## config.mk

```make
export PLATFORM = sky130hd
export DESIGN_NAME = frax_exec
export DESIGN_NICKNAME = d
export VERILOG_FILES = /design/src/hdl/frax_alu.v /design/src/hdl/frax_exec.v
export VERILOG_INCLUDE_DIRS = /design/src /design/src/hdl
export SDC_FILE = /design/constraint.sdc
export NUM_CORES = 1
export LEC_CHECK = 0
export ABC_AREA = 0
export BUFFER_PORTS_ARGS = -buffer_cell sky130_fd_sc_hd__clkbuf_2
export CORE_MARGIN = 2
export CORE_UTILIZATION = 48
export CTS_CLUSTER_SIZE = 10
export DETAILED_ROUTE_END_ITERATION = 8
export PLACE_DENSITY = 0.79
export SYNTH_ARGS = -nofsm -noshare
export SYNTH_HDL_FRONTEND = slang
export SYNTH_SLANG_ARGS = --single-unit
```

## constraint.sdc

```tcl
create_clock -name clock -period 2.2 [get_ports clock]
set_clock_uncertainty 0.1 [all_clocks]
set_input_delay 0.66 -clock clock [delete_from_list [all_inputs] [get_ports clock]]
set_output_delay 0.66 -clock clock [all_outputs]
set_load 0.01 [all_outputs]
```

## src/hdl/frax_consts.vh

```
`ifndef FRAX_CONSTS_VH
`define FRAX_CONSTS_VH
// instruction word layout
`define FRAX_IW_WIDTH     14
`define FRAX_OPC_HI       13
`define FRAX_OPC_LO       8
`define FRAX_DEST_BIT     7
`define FRAX_ADDR_HI      6
`define FRAX_ADDR_LO      0
// upper opcode field patterns (bits 13..8)
`define FRAX_OPC_AND      6'h05
`define FRAX_OPC_ADD      6'h07
// destination select values
`define FRAX_DEST_ACC     1'h0
`define FRAX_DEST_FILE    1'h1
// reset values
`define FRAX_ACC_RST      8'h00
`define FRAX_FLAG_RST     1'h0
`define FRAX_PULSE_RST    1'h0
`define FRAX_WR_ADDR_RST  7'h00
`define FRAX_WR_DATA_RST  8'h00
`endif

```

## src/hdl/frax_alu.v

```verilog
`include "frax_consts.vh"

// combinational and/add unit with flag outputs
module frax_alu
(
    input  wire [7:0] acc,
    input  wire [7:0] fval,
    input  wire       sel_add,
    output reg  [7:0] result,
    output reg        carry,
    output reg        nib_carry,
    output reg        zero
);

    reg [8:0] sum;
    reg [4:0] low_sum;

    ////////////////////////////////////////////////////////////////////////
    // the nibble carry comes from a separate low-half sum so it needs no decode
    always @*
    begin
        sum       = {1'h0, acc} + {1'h0, fval};
        low_sum   = {1'h0, acc[3:0]} + {1'h0, fval[3:0]};
        result    = sel_add ? sum[7:0] : (acc & fval);
        carry     = sum[8];
        nib_carry = low_sum[4];
        zero      = (result == 8'h00);
    end

endmodule // frax_alu

```

## src/hdl/frax_exec.v

```verilog
// Contract
// - opcode 0101 ands the accumulator with the addressed file register and updates only the zero flag.
// - opcode 0111 adds accumulator and file register into 8 bits and updates carry, nibble carry and zero.
// - with destination select 0 the result goes to the accumulator and the file register is untouched.
// - with destination select 1 the result goes to the file register and the accumulator is untouched.
`include "frax_consts.vh"

module frax_exec
(
    clock,
    rst,
    instr_valid,
    instr_word,
    file_addr,
    file_rdata,
    file_wr_en,
    file_wr_addr,
    file_wr_data,
    acc_out,
    carry_flag,
    nibble_carry_flag,
    zero_flag,
    done
);
    input  wire                       clock;
    input  wire                       rst;
    input  wire                       instr_valid;
    input  wire [`FRAX_IW_WIDTH-1:0]  instr_word;
    output wire [6:0]                 file_addr;
    input  wire [7:0]                 file_rdata;
    output reg                        file_wr_en;
    output reg  [6:0]                 file_wr_addr;
    output reg  [7:0]                 file_wr_data;
    output reg  [7:0]                 acc_out;
    output reg                        carry_flag;
    output reg                        nibble_carry_flag;
    output reg                        zero_flag;
    output reg                        done;

    ////////////////////////////////////////////////////////////////////////
    // field widths taken from the word layout, so a layout change moves them too
    localparam OPC_W  = `FRAX_OPC_HI - `FRAX_OPC_LO + 1;
    localparam ADDR_W = `FRAX_ADDR_HI - `FRAX_ADDR_LO + 1;

    // decoded instruction fields
    wire [OPC_W-1:0]  opc;
    wire              dest;
    wire              is_and;
    wire              is_add;
    wire              exec;
    wire              to_file;
    wire              to_acc;

    // combinational unit outputs
    wire [7:0]        alu_res;
    wire              alu_c;
    wire              alu_nc;
    wire              alu_z;

    // next values of the registered outputs; every output but the read address
    // comes straight from a flip-flop so the far side sees clean levels
    reg  [7:0]        acc_d;
    reg               carry_d;
    reg               nib_carry_d;
    reg               zero_d;
    reg               wr_en_d;
    reg  [ADDR_W-1:0] wr_addr_d;
    reg  [7:0]        wr_data_d;
    reg               done_d;

    ////////////////////////////////////////////////////////////////////////
    // opcode compare, shared by both instruction decodes
    function opc_match;
        input [OPC_W-1:0] code;
        input [OPC_W-1:0] pattern;
        begin
            opc_match = (code == pattern);
        end
    endfunction

    ////////////////////////////////////////////////////////////////////////
    // field decode; the read address is combinational so the file read lands
    // in the same cycle as the word, which is what keeps execution to one cycle
    assign opc       = instr_word[`FRAX_OPC_HI:`FRAX_OPC_LO];
    assign dest      = instr_word[`FRAX_DEST_BIT];
    assign file_addr = instr_word[`FRAX_ADDR_HI:`FRAX_ADDR_LO];
    assign is_and    = opc_match(opc, `FRAX_OPC_AND);
    assign is_add    = opc_match(opc, `FRAX_OPC_ADD);

    // only a valid word with one of the two opcodes executes; any other word
    // belongs to another unit and must leave this datapath alone
    assign exec      = instr_valid & (is_and | is_add);
    assign to_file   = exec & (dest == `FRAX_DEST_FILE);
    assign to_acc    = exec & (dest == `FRAX_DEST_ACC);

    ////////////////////////////////////////////////////////////////////////
    // shared and/add unit; it always computes both, the opcode only picks
    frax_alu u_alu
    (
        .acc       (acc_out),
        .fval      (file_rdata),
        .sel_add   (is_add),
        .result    (alu_res),
        .carry     (alu_c),
        .nib_carry (alu_nc),
        .zero      (alu_z)
    );

    ////////////////////////////////////////////////////////////////////////
    // accumulator next value: loaded only when the result is routed to it
    always @*
    begin
        acc_d = acc_out;
        if (to_acc)
            acc_d = alu_res;
    end

    ////////////////////////////////////////////////////////////////////////
    // flag next values; zero follows both instructions, the two carries only
    // the add, so a logical and never disturbs a carry left by an earlier add
    always @*
    begin
        carry_d     = carry_flag;
        nib_carry_d = nibble_carry_flag;
        zero_d      = zero_flag;
        if (exec)
            zero_d = alu_z;
        if (exec & is_add)
        begin
            carry_d     = alu_c;
            nib_carry_d = alu_nc;
        end
    end

    ////////////////////////////////////////////////////////////////////////
    // write-back port next values; address and data follow every executed
    // word so they always show the last result, and the enable alone says
    // whether the file register is written; the write lands one cycle after
    // the instruction, so a read of the same address in that cycle must be
    // served by the register file's own bypass
    always @*
    begin
        wr_en_d   = to_file;
        wr_addr_d = file_wr_addr;
        wr_data_d = file_wr_data;
        if (exec)
        begin
            wr_addr_d = file_addr;
            wr_data_d = alu_res;
        end
    end

    ////////////////////////////////////////////////////////////////////////
    // completion strobe: one pulse per executed word, so one word per cycle
    always @*
    begin
        done_d = exec;
    end

    ////////////////////////////////////////////////////////////////////////
    // accumulator register; it feeds the unit in the same cycle, so a result
    // is usable by the very next word
    always @(posedge clock or posedge rst)
    begin
        if (rst)
        begin
            acc_out <= `FRAX_ACC_RST;
        end
        else
        begin
            acc_out <= acc_d;
        end
    end

    ////////////////////////////////////////////////////////////////////////
    // status flag registers; they hold across every word that does not execute
    always @(posedge clock or posedge rst)
    begin
        if (rst)
        begin
            carry_flag        <= `FRAX_FLAG_RST;
            nibble_carry_flag <= `FRAX_FLAG_RST;
            zero_flag         <= `FRAX_FLAG_RST;
        end
        else
        begin
            carry_flag        <= carry_d;
            nibble_carry_flag <= nib_carry_d;
            zero_flag         <= zero_d;
        end
    end

    ////////////////////////////////////////////////////////////////////////
    // write-back port registers; the enable is a one-cycle pulse
    always @(posedge clock or posedge rst)
    begin
        if (rst)
        begin
            file_wr_en   <= `FRAX_PULSE_RST;
            file_wr_addr <= `FRAX_WR_ADDR_RST;
            file_wr_data <= `FRAX_WR_DATA_RST;
        end
        else
        begin
            file_wr_en   <= wr_en_d;
            file_wr_addr <= wr_addr_d;
            file_wr_data <= wr_data_d;
        end
    end

    ////////////////////////////////////////////////////////////////////////
    // completion strobe register; the fetch side may count it, but it never
    // gates the next word, which may follow in the very next cycle
    always @(posedge clock or posedge rst)
    begin
        if (rst)
        begin
            done <= `FRAX_PULSE_RST;
        end
        else
        begin
            done <= done_d;
        end
    end

endmodule // frax_exec

```

==> Yosys cells after proc, flatten, opt, wreduce, memory -nomap -nowiden <==
Cells that the tools add are included.
{ "totals": {"regBits": 28, "out_inout_bits": 35} }
{ "classes": {"n_addsub": 2, "muxes": 1, "reduce_logical": 1, "bitwise": 7, "n_eq_ne": 2} }
{ "op_table": {"columns": ["op", "n"], "rows": [
  ["== test 6 x 3 -> 1 bit (second input constant)", 2],
  ["adder 8 x 8 -> 9 bit", 1],
  ["AND 8 bit", 1],
  ["logical NOT 8 bit", 1],
  ["2-to-1 mux 8 bit", 1],
  ["adder 4 x 4 -> 5 bit", 1],
  ["AND 1 bit", 4],
  ["inverter 1 bit", 1],
  ["OR 1 bit", 1]
]} }

==> Longest topological paths before layout <==
{ "logic_depth": {"word_depth": 4, "mapped_depth": 9, "mapped_depth_nobuf": 9} }

==> By module <==
Synthesis repeated with hierarchy kept, for this count alone.
{ "unflattened": {"cells_unflattened": 143, "hier_area_um2": 1667.8} }
{ "modules_own_cells": {"columns": ["module", "area_per_inst_um2", "seq_area_each_um2", "n_inst", "cells_each"], "rows": [
  ["frax_exec", 1134.8, 700.7, 1, 73],
  ["frax_alu", 533.0, 0.0, 1, 70]
]} }

==> Worst setup path before layout <==
Ideal clock, no wire load.
{ "synth_path": {"path_kind": "input-to-reg", "start": "in file_rdata[0]", "end": "reg zero_flag", "arrival_ps": 2176, "path_stages": 9, "path_slack_ps": -198, "cell_sequence": "ha_1 > inv_1 > fa_1 > nand2b_1 > a21oi_1 > xnor2_1 > a22oi_1 > nor3_2 > a32o_1"} }
{ "synth_via": {"elab_chain_cells": 3, "elab_cells_between_ends": 4} }
{ "synth_rtl": {"columns": ["element", "line", "source"], "rows": [
  ["start: declaration", "frax_exec.v:30", "input wire [7:0] file_rdata;"],
  ["adder 8 x 8 -> 9 bit or AND 8 bit (tied branches)", "frax_alu.v:22, frax_alu.v:24", null],
  ["2-to-1 mux 8 bit (*)", "frax_alu.v:24", "result = sel_add ? sum[7:0] : (acc & fval);"],
  ["logical NOT 8 bit (*)", "frax_alu.v:27", "zero = (result == 8'h00);"],
  ["end signal: assignment", "frax_exec.v:183", "zero_flag <= `FRAX_FLAG_RST;"],
  ["end signal: assignment", "frax_exec.v:189", "zero_flag <= zero_d;"],
  ["end: declaration", "frax_exec.v:37", "output reg zero_flag;"]
]} }
Mark *: on every way between the ends. The rest lies on a longest branch, timed or not.
A chain may end at the register's enable or synchronous reset.

==> Worst setup path in the final report <==
{ "layout_path": {"start": "reg acc_out[0]", "end": "reg zero_flag"} }
{ "layout_via": {"elab_chain_cells": 3, "elab_cells_between_ends": 4} }
{ "layout_rtl": {"columns": ["element", "line", "source"], "rows": [
  ["start: declaration", "frax_exec.v:34", "output reg [7:0] acc_out;"],
  ["start signal: assignment", "frax_exec.v:167", "acc_out <= `FRAX_ACC_RST;"],
  ["adder 8 x 8 -> 9 bit or AND 8 bit (tied branches)", "frax_alu.v:22, frax_alu.v:24", null],
  ["2-to-1 mux 8 bit (*)", "frax_alu.v:24", null],
  ["logical NOT 8 bit (*)", "frax_alu.v:27", null]
]} }
Marks and branches as above.

==> flow_metrics.env <==
export IMPL_p_per_area_nw_per_um2=773.2
export IMPL_cts_tree="yes"
export IMPL_port_buffers=59
export IMPL_vias_per_cell=5.011
export IMPL_rsz0062_at_grt="yes"
export IMPL_finalMaxSlewViolations=0
export IMPL_io_pins=60
export IMPL_first_pass_iters=5
export IMPL_cts_root_buf="clkbuf_4"
export IMPL_crit_fanout=3
export IMPL_syn_nets=200
export IMPL_netlist_instances=166
export IMPL_postPlaceCellArea_um2=1973
export IMPL_postCtsSetupRepairBufs=0
export IMPL_synth_seq_area_share=0.4527
export IMPL_worst_pin_slew_ns=0.3551
export IMPL_rows=20
export IMPL_pwr_share_seq=0.407
export IMPL_vdd_drop_max_mv=0.3233
export IMPL_grt_use_met3=0.04264
export IMPL_drtIter0Drc=25
export IMPL_die_x_um=60.79
export IMPL_grt_pass1_wl_mm=5.554
export IMPL_synth_edff_count=0
export IMPL_fin_area_um2=2044
export IMPL_yosysTopAreaCell="dfrtp_1"
export IMPL_relSlewSlack=0.7633
export IMPL_use_met2=0.3364
export IMPL_critPathKind="flip-flop to flip-flop"
export IMPL_r2r_end="zero_flag$_DFFE_PP0P_"
export IMPL_routedWlPerCell_um=12.58
export IMPL_grt_max_degree=29
export IMPL_p_sw_frac=0.3281
export IMPL_r2r_setup_slack_ns=0.03
export IMPL_drc_errors=0
export IMPL_rr_startpoint="acc_out[0]$_DFFE_PP0P_"
export IMPL_arrival_ns=2.31
export IMPL_start_util=0.5070
export IMPL_avgSynthCellArea_um2=9.324
export IMPL_clkPwrFrac=0.214
export IMPL_area_growth_pct=32.09
export IMPL_synth_top_area_share=0.4527
export IMPL_finalWirelength_mm=3.497
export IMPL_use_met1=0.2703
export IMPL_ys_top_cells_by_area="dfrtp_1 (45%), nand2_1 (9.2%), ha_1 (6.5%)"
export IMPL_path_clk_slew_ns=0.16
export IMPL_num_antenna_cells=0
export IMPL_syn_area_um2=1548
export IMPL_numCtsBuffers=3
export IMPL_hp_class="primary input to async pin"
export IMPL_cts_buffer_depth=2
export IMPL_crit_path_end="zero_flag$_DFFE_PP0P_"
export IMPL_end_kind="flip-flop"
export IMPL_grt_pass1_vias=1246
export IMPL_startpoint="acc_out[0]$_DFFE_PP0P_"
export IMPL_mostFrequentLayoutCells="clkbuf_2 (59), nand2_1 (38), dfrtp_1 (28), buf_4 (17)"
export IMPL_drive_above_1_share=0.4145
export IMPL_clock_sinks=28
export IMPL_reg2reg_depth=9
export IMPL_vias=1393
export IMPL_gr_usage_all_layers=0.2020
export IMPL_ys_ff_latch=28
export IMPL_busiest_layer="met2"
export IMPL_power_leakage_nw=1.102
export IMPL_yosysWarnings=0
export IMPL_cp_required_ns=2.34
export IMPL_finalPower_w=0.001581
export IMPL_insertion_delay_ns=0.33
export IMPL_p_switching_w=0.0005186
export IMPL_p_int_w=0.001062
export IMPL_dieHeight_um=60.79
export IMPL_cap_violations=0
export IMPL_finalSetupViolations=0
export IMPL_cts_hold_buf=0
export IMPL_min_period_ns=2.172
export IMPL_mostFrequentLayoutCell="clkbuf_2"
export IMPL_coreArea_um2=3053
export IMPL_nets=269
export IMPL_hold_viol_final=0
export IMPL_p_comb_frac=0.379
export IMPL_yosysUniqueCellTypes=38
export IMPL_dieArea_um2=3695
export IMPL_fmax_mhz=460.3
export IMPL_dominantRegCellSynth="dfrtp_1"
export IMPL_fillCellCount=269
export IMPL_htreeDepth=1
export IMPL_routabilityCongestion=0.9368
export IMPL_async_reset_ff_frac=1.000
export IMPL_drtAntennaViolNets=0
export IMPL_antenna_found_initial=0
export IMPL_overflow=0
export IMPL_crit_path_start_kind="flip-flop"
export IMPL_hpwlAfterDp_mm=2.734
export IMPL_fin_crit_sh=0.9875
export IMPL_status="finished clean"
## sequential cells by signal (all words and copies together), names as in the netlist
name               cells
acc_out                8
carry_flag             1
done                   1
file_wr_addr           7
file_wr_data           8
file_wr_en             1
nibble_carry_flag      1
zero_flag              1
## through the flow
step | setup TNS (ns) | util | std cells | setup WS (ns) | hold WS [ns]
after floorplan | -0.1444 | - | 166 | -0.07890 | 0.4112
after global placement | -1.602 | 0.6463 | 274 | -0.2579 | 0.3574
after detailed placement | -1.986 | 0.6463 | 274 | -0.3167 | 0.3648
after CTS | 0 | 0.6635 | 278 | 0.002828 | 0.2478
after global routing | -0.05775 | 0.6697 | 278 | -0.05269 | 0.2617
final | 0 | 0.6697 | 278 | 0.02757 | 0.2393
## layout make-up
type / count / area [µm²] / share of cell area
multi-input combinational: 120 / 790.8 / 0.3868
timing repair buffer: 76 / 422.9 / 0.2069
inverter: 6 / 22.52 / 0.01102
clock buffer: 3 / 22.52 / 0.01102
tap: 44 / 55.05 / 0.02693
sequential: 28 / 700.7 / 0.3427
clock inverter: 1 / 30.03 / 0.01469
## how the worst min path moves through the flow
stage	depth (start not counted)	slack [ns]	to
3_3_place_gp	2	0.36	file_wr_addr[4]$_DFFE_PP0P_
4_1_cts	3	0.25	file_wr_data[5]$_DFFE_PP0P_
2_1_floorplan	2	0.41	carry_flag$_DFFE_PP0P_
3_5_place_dp	2	0.36	file_wr_data[1]$_DFFE_PP0P_
5_1_grt	3	0.26	file_wr_data[6]$_DFFE_PP0P_
6_report	3	0.24	zero_flag$_DFFE_PP0P_
## critical path: stages (launching register included)
cell      delay [ns]
dfrtp_1         0.44
ha_4            0.16
inv_2           0.04
fa_2            0.39
nand2b_4        0.17
a21oi_4         0.15
xnor2_1         0.10
a22oi_1         0.21
nor3_2          0.07
a32o_1          0.26
## cells by family after synthesis
family          count (synthesis)  synth area share
compound gates                 37            0.1495
xor+xnor                        6           0.03396
simple gates                   63            0.1851
flops                          28            0.4527
mux                             5           0.03315
buf+inv                        18           0.06790
fa+ha+maj                       9           0.07761
## synthesized netlist by cell type (2+ instances only)
cell	instances
nand2_1	38
dfrtp_1	28
a21oi_1	15
nor2_1	13
o21ai_0	9
ha_1	8
buf_4	7
inv_1	6
mux2i_1	4
a21o_1	3
clkbuf_1	3
xnor2_1	3
xor2_1	3
a22oi_1	2
## power groups by stage
stage               logic [W]  clock network [W]  registers (W)
floorplan            0.000329                  0       0.000685
global placement     0.000568                  0       0.000652
detailed placement   0.000579                  0       0.000654
CTS                  0.000585           0.000344       0.000644
global route         0.000665           0.000367       0.000654
finish               0.000600           0.000338       0.000643
## repair_timing
item | CTS | global route
endpoints found under the setup margin | 0 | 3
resized for setup | 0 | 3
hold endpoints to repair | 0 | 0
## layer usage
metal,part of all wire,wire length [µm],up-vias
met5,0,0,-
met4,0.0051,18,0
met3,0.053,185,2
met2,0.50,1761,38
met1,0.44,1532,659
li1,-,-,694
Power figures use the tool's default switching activity.
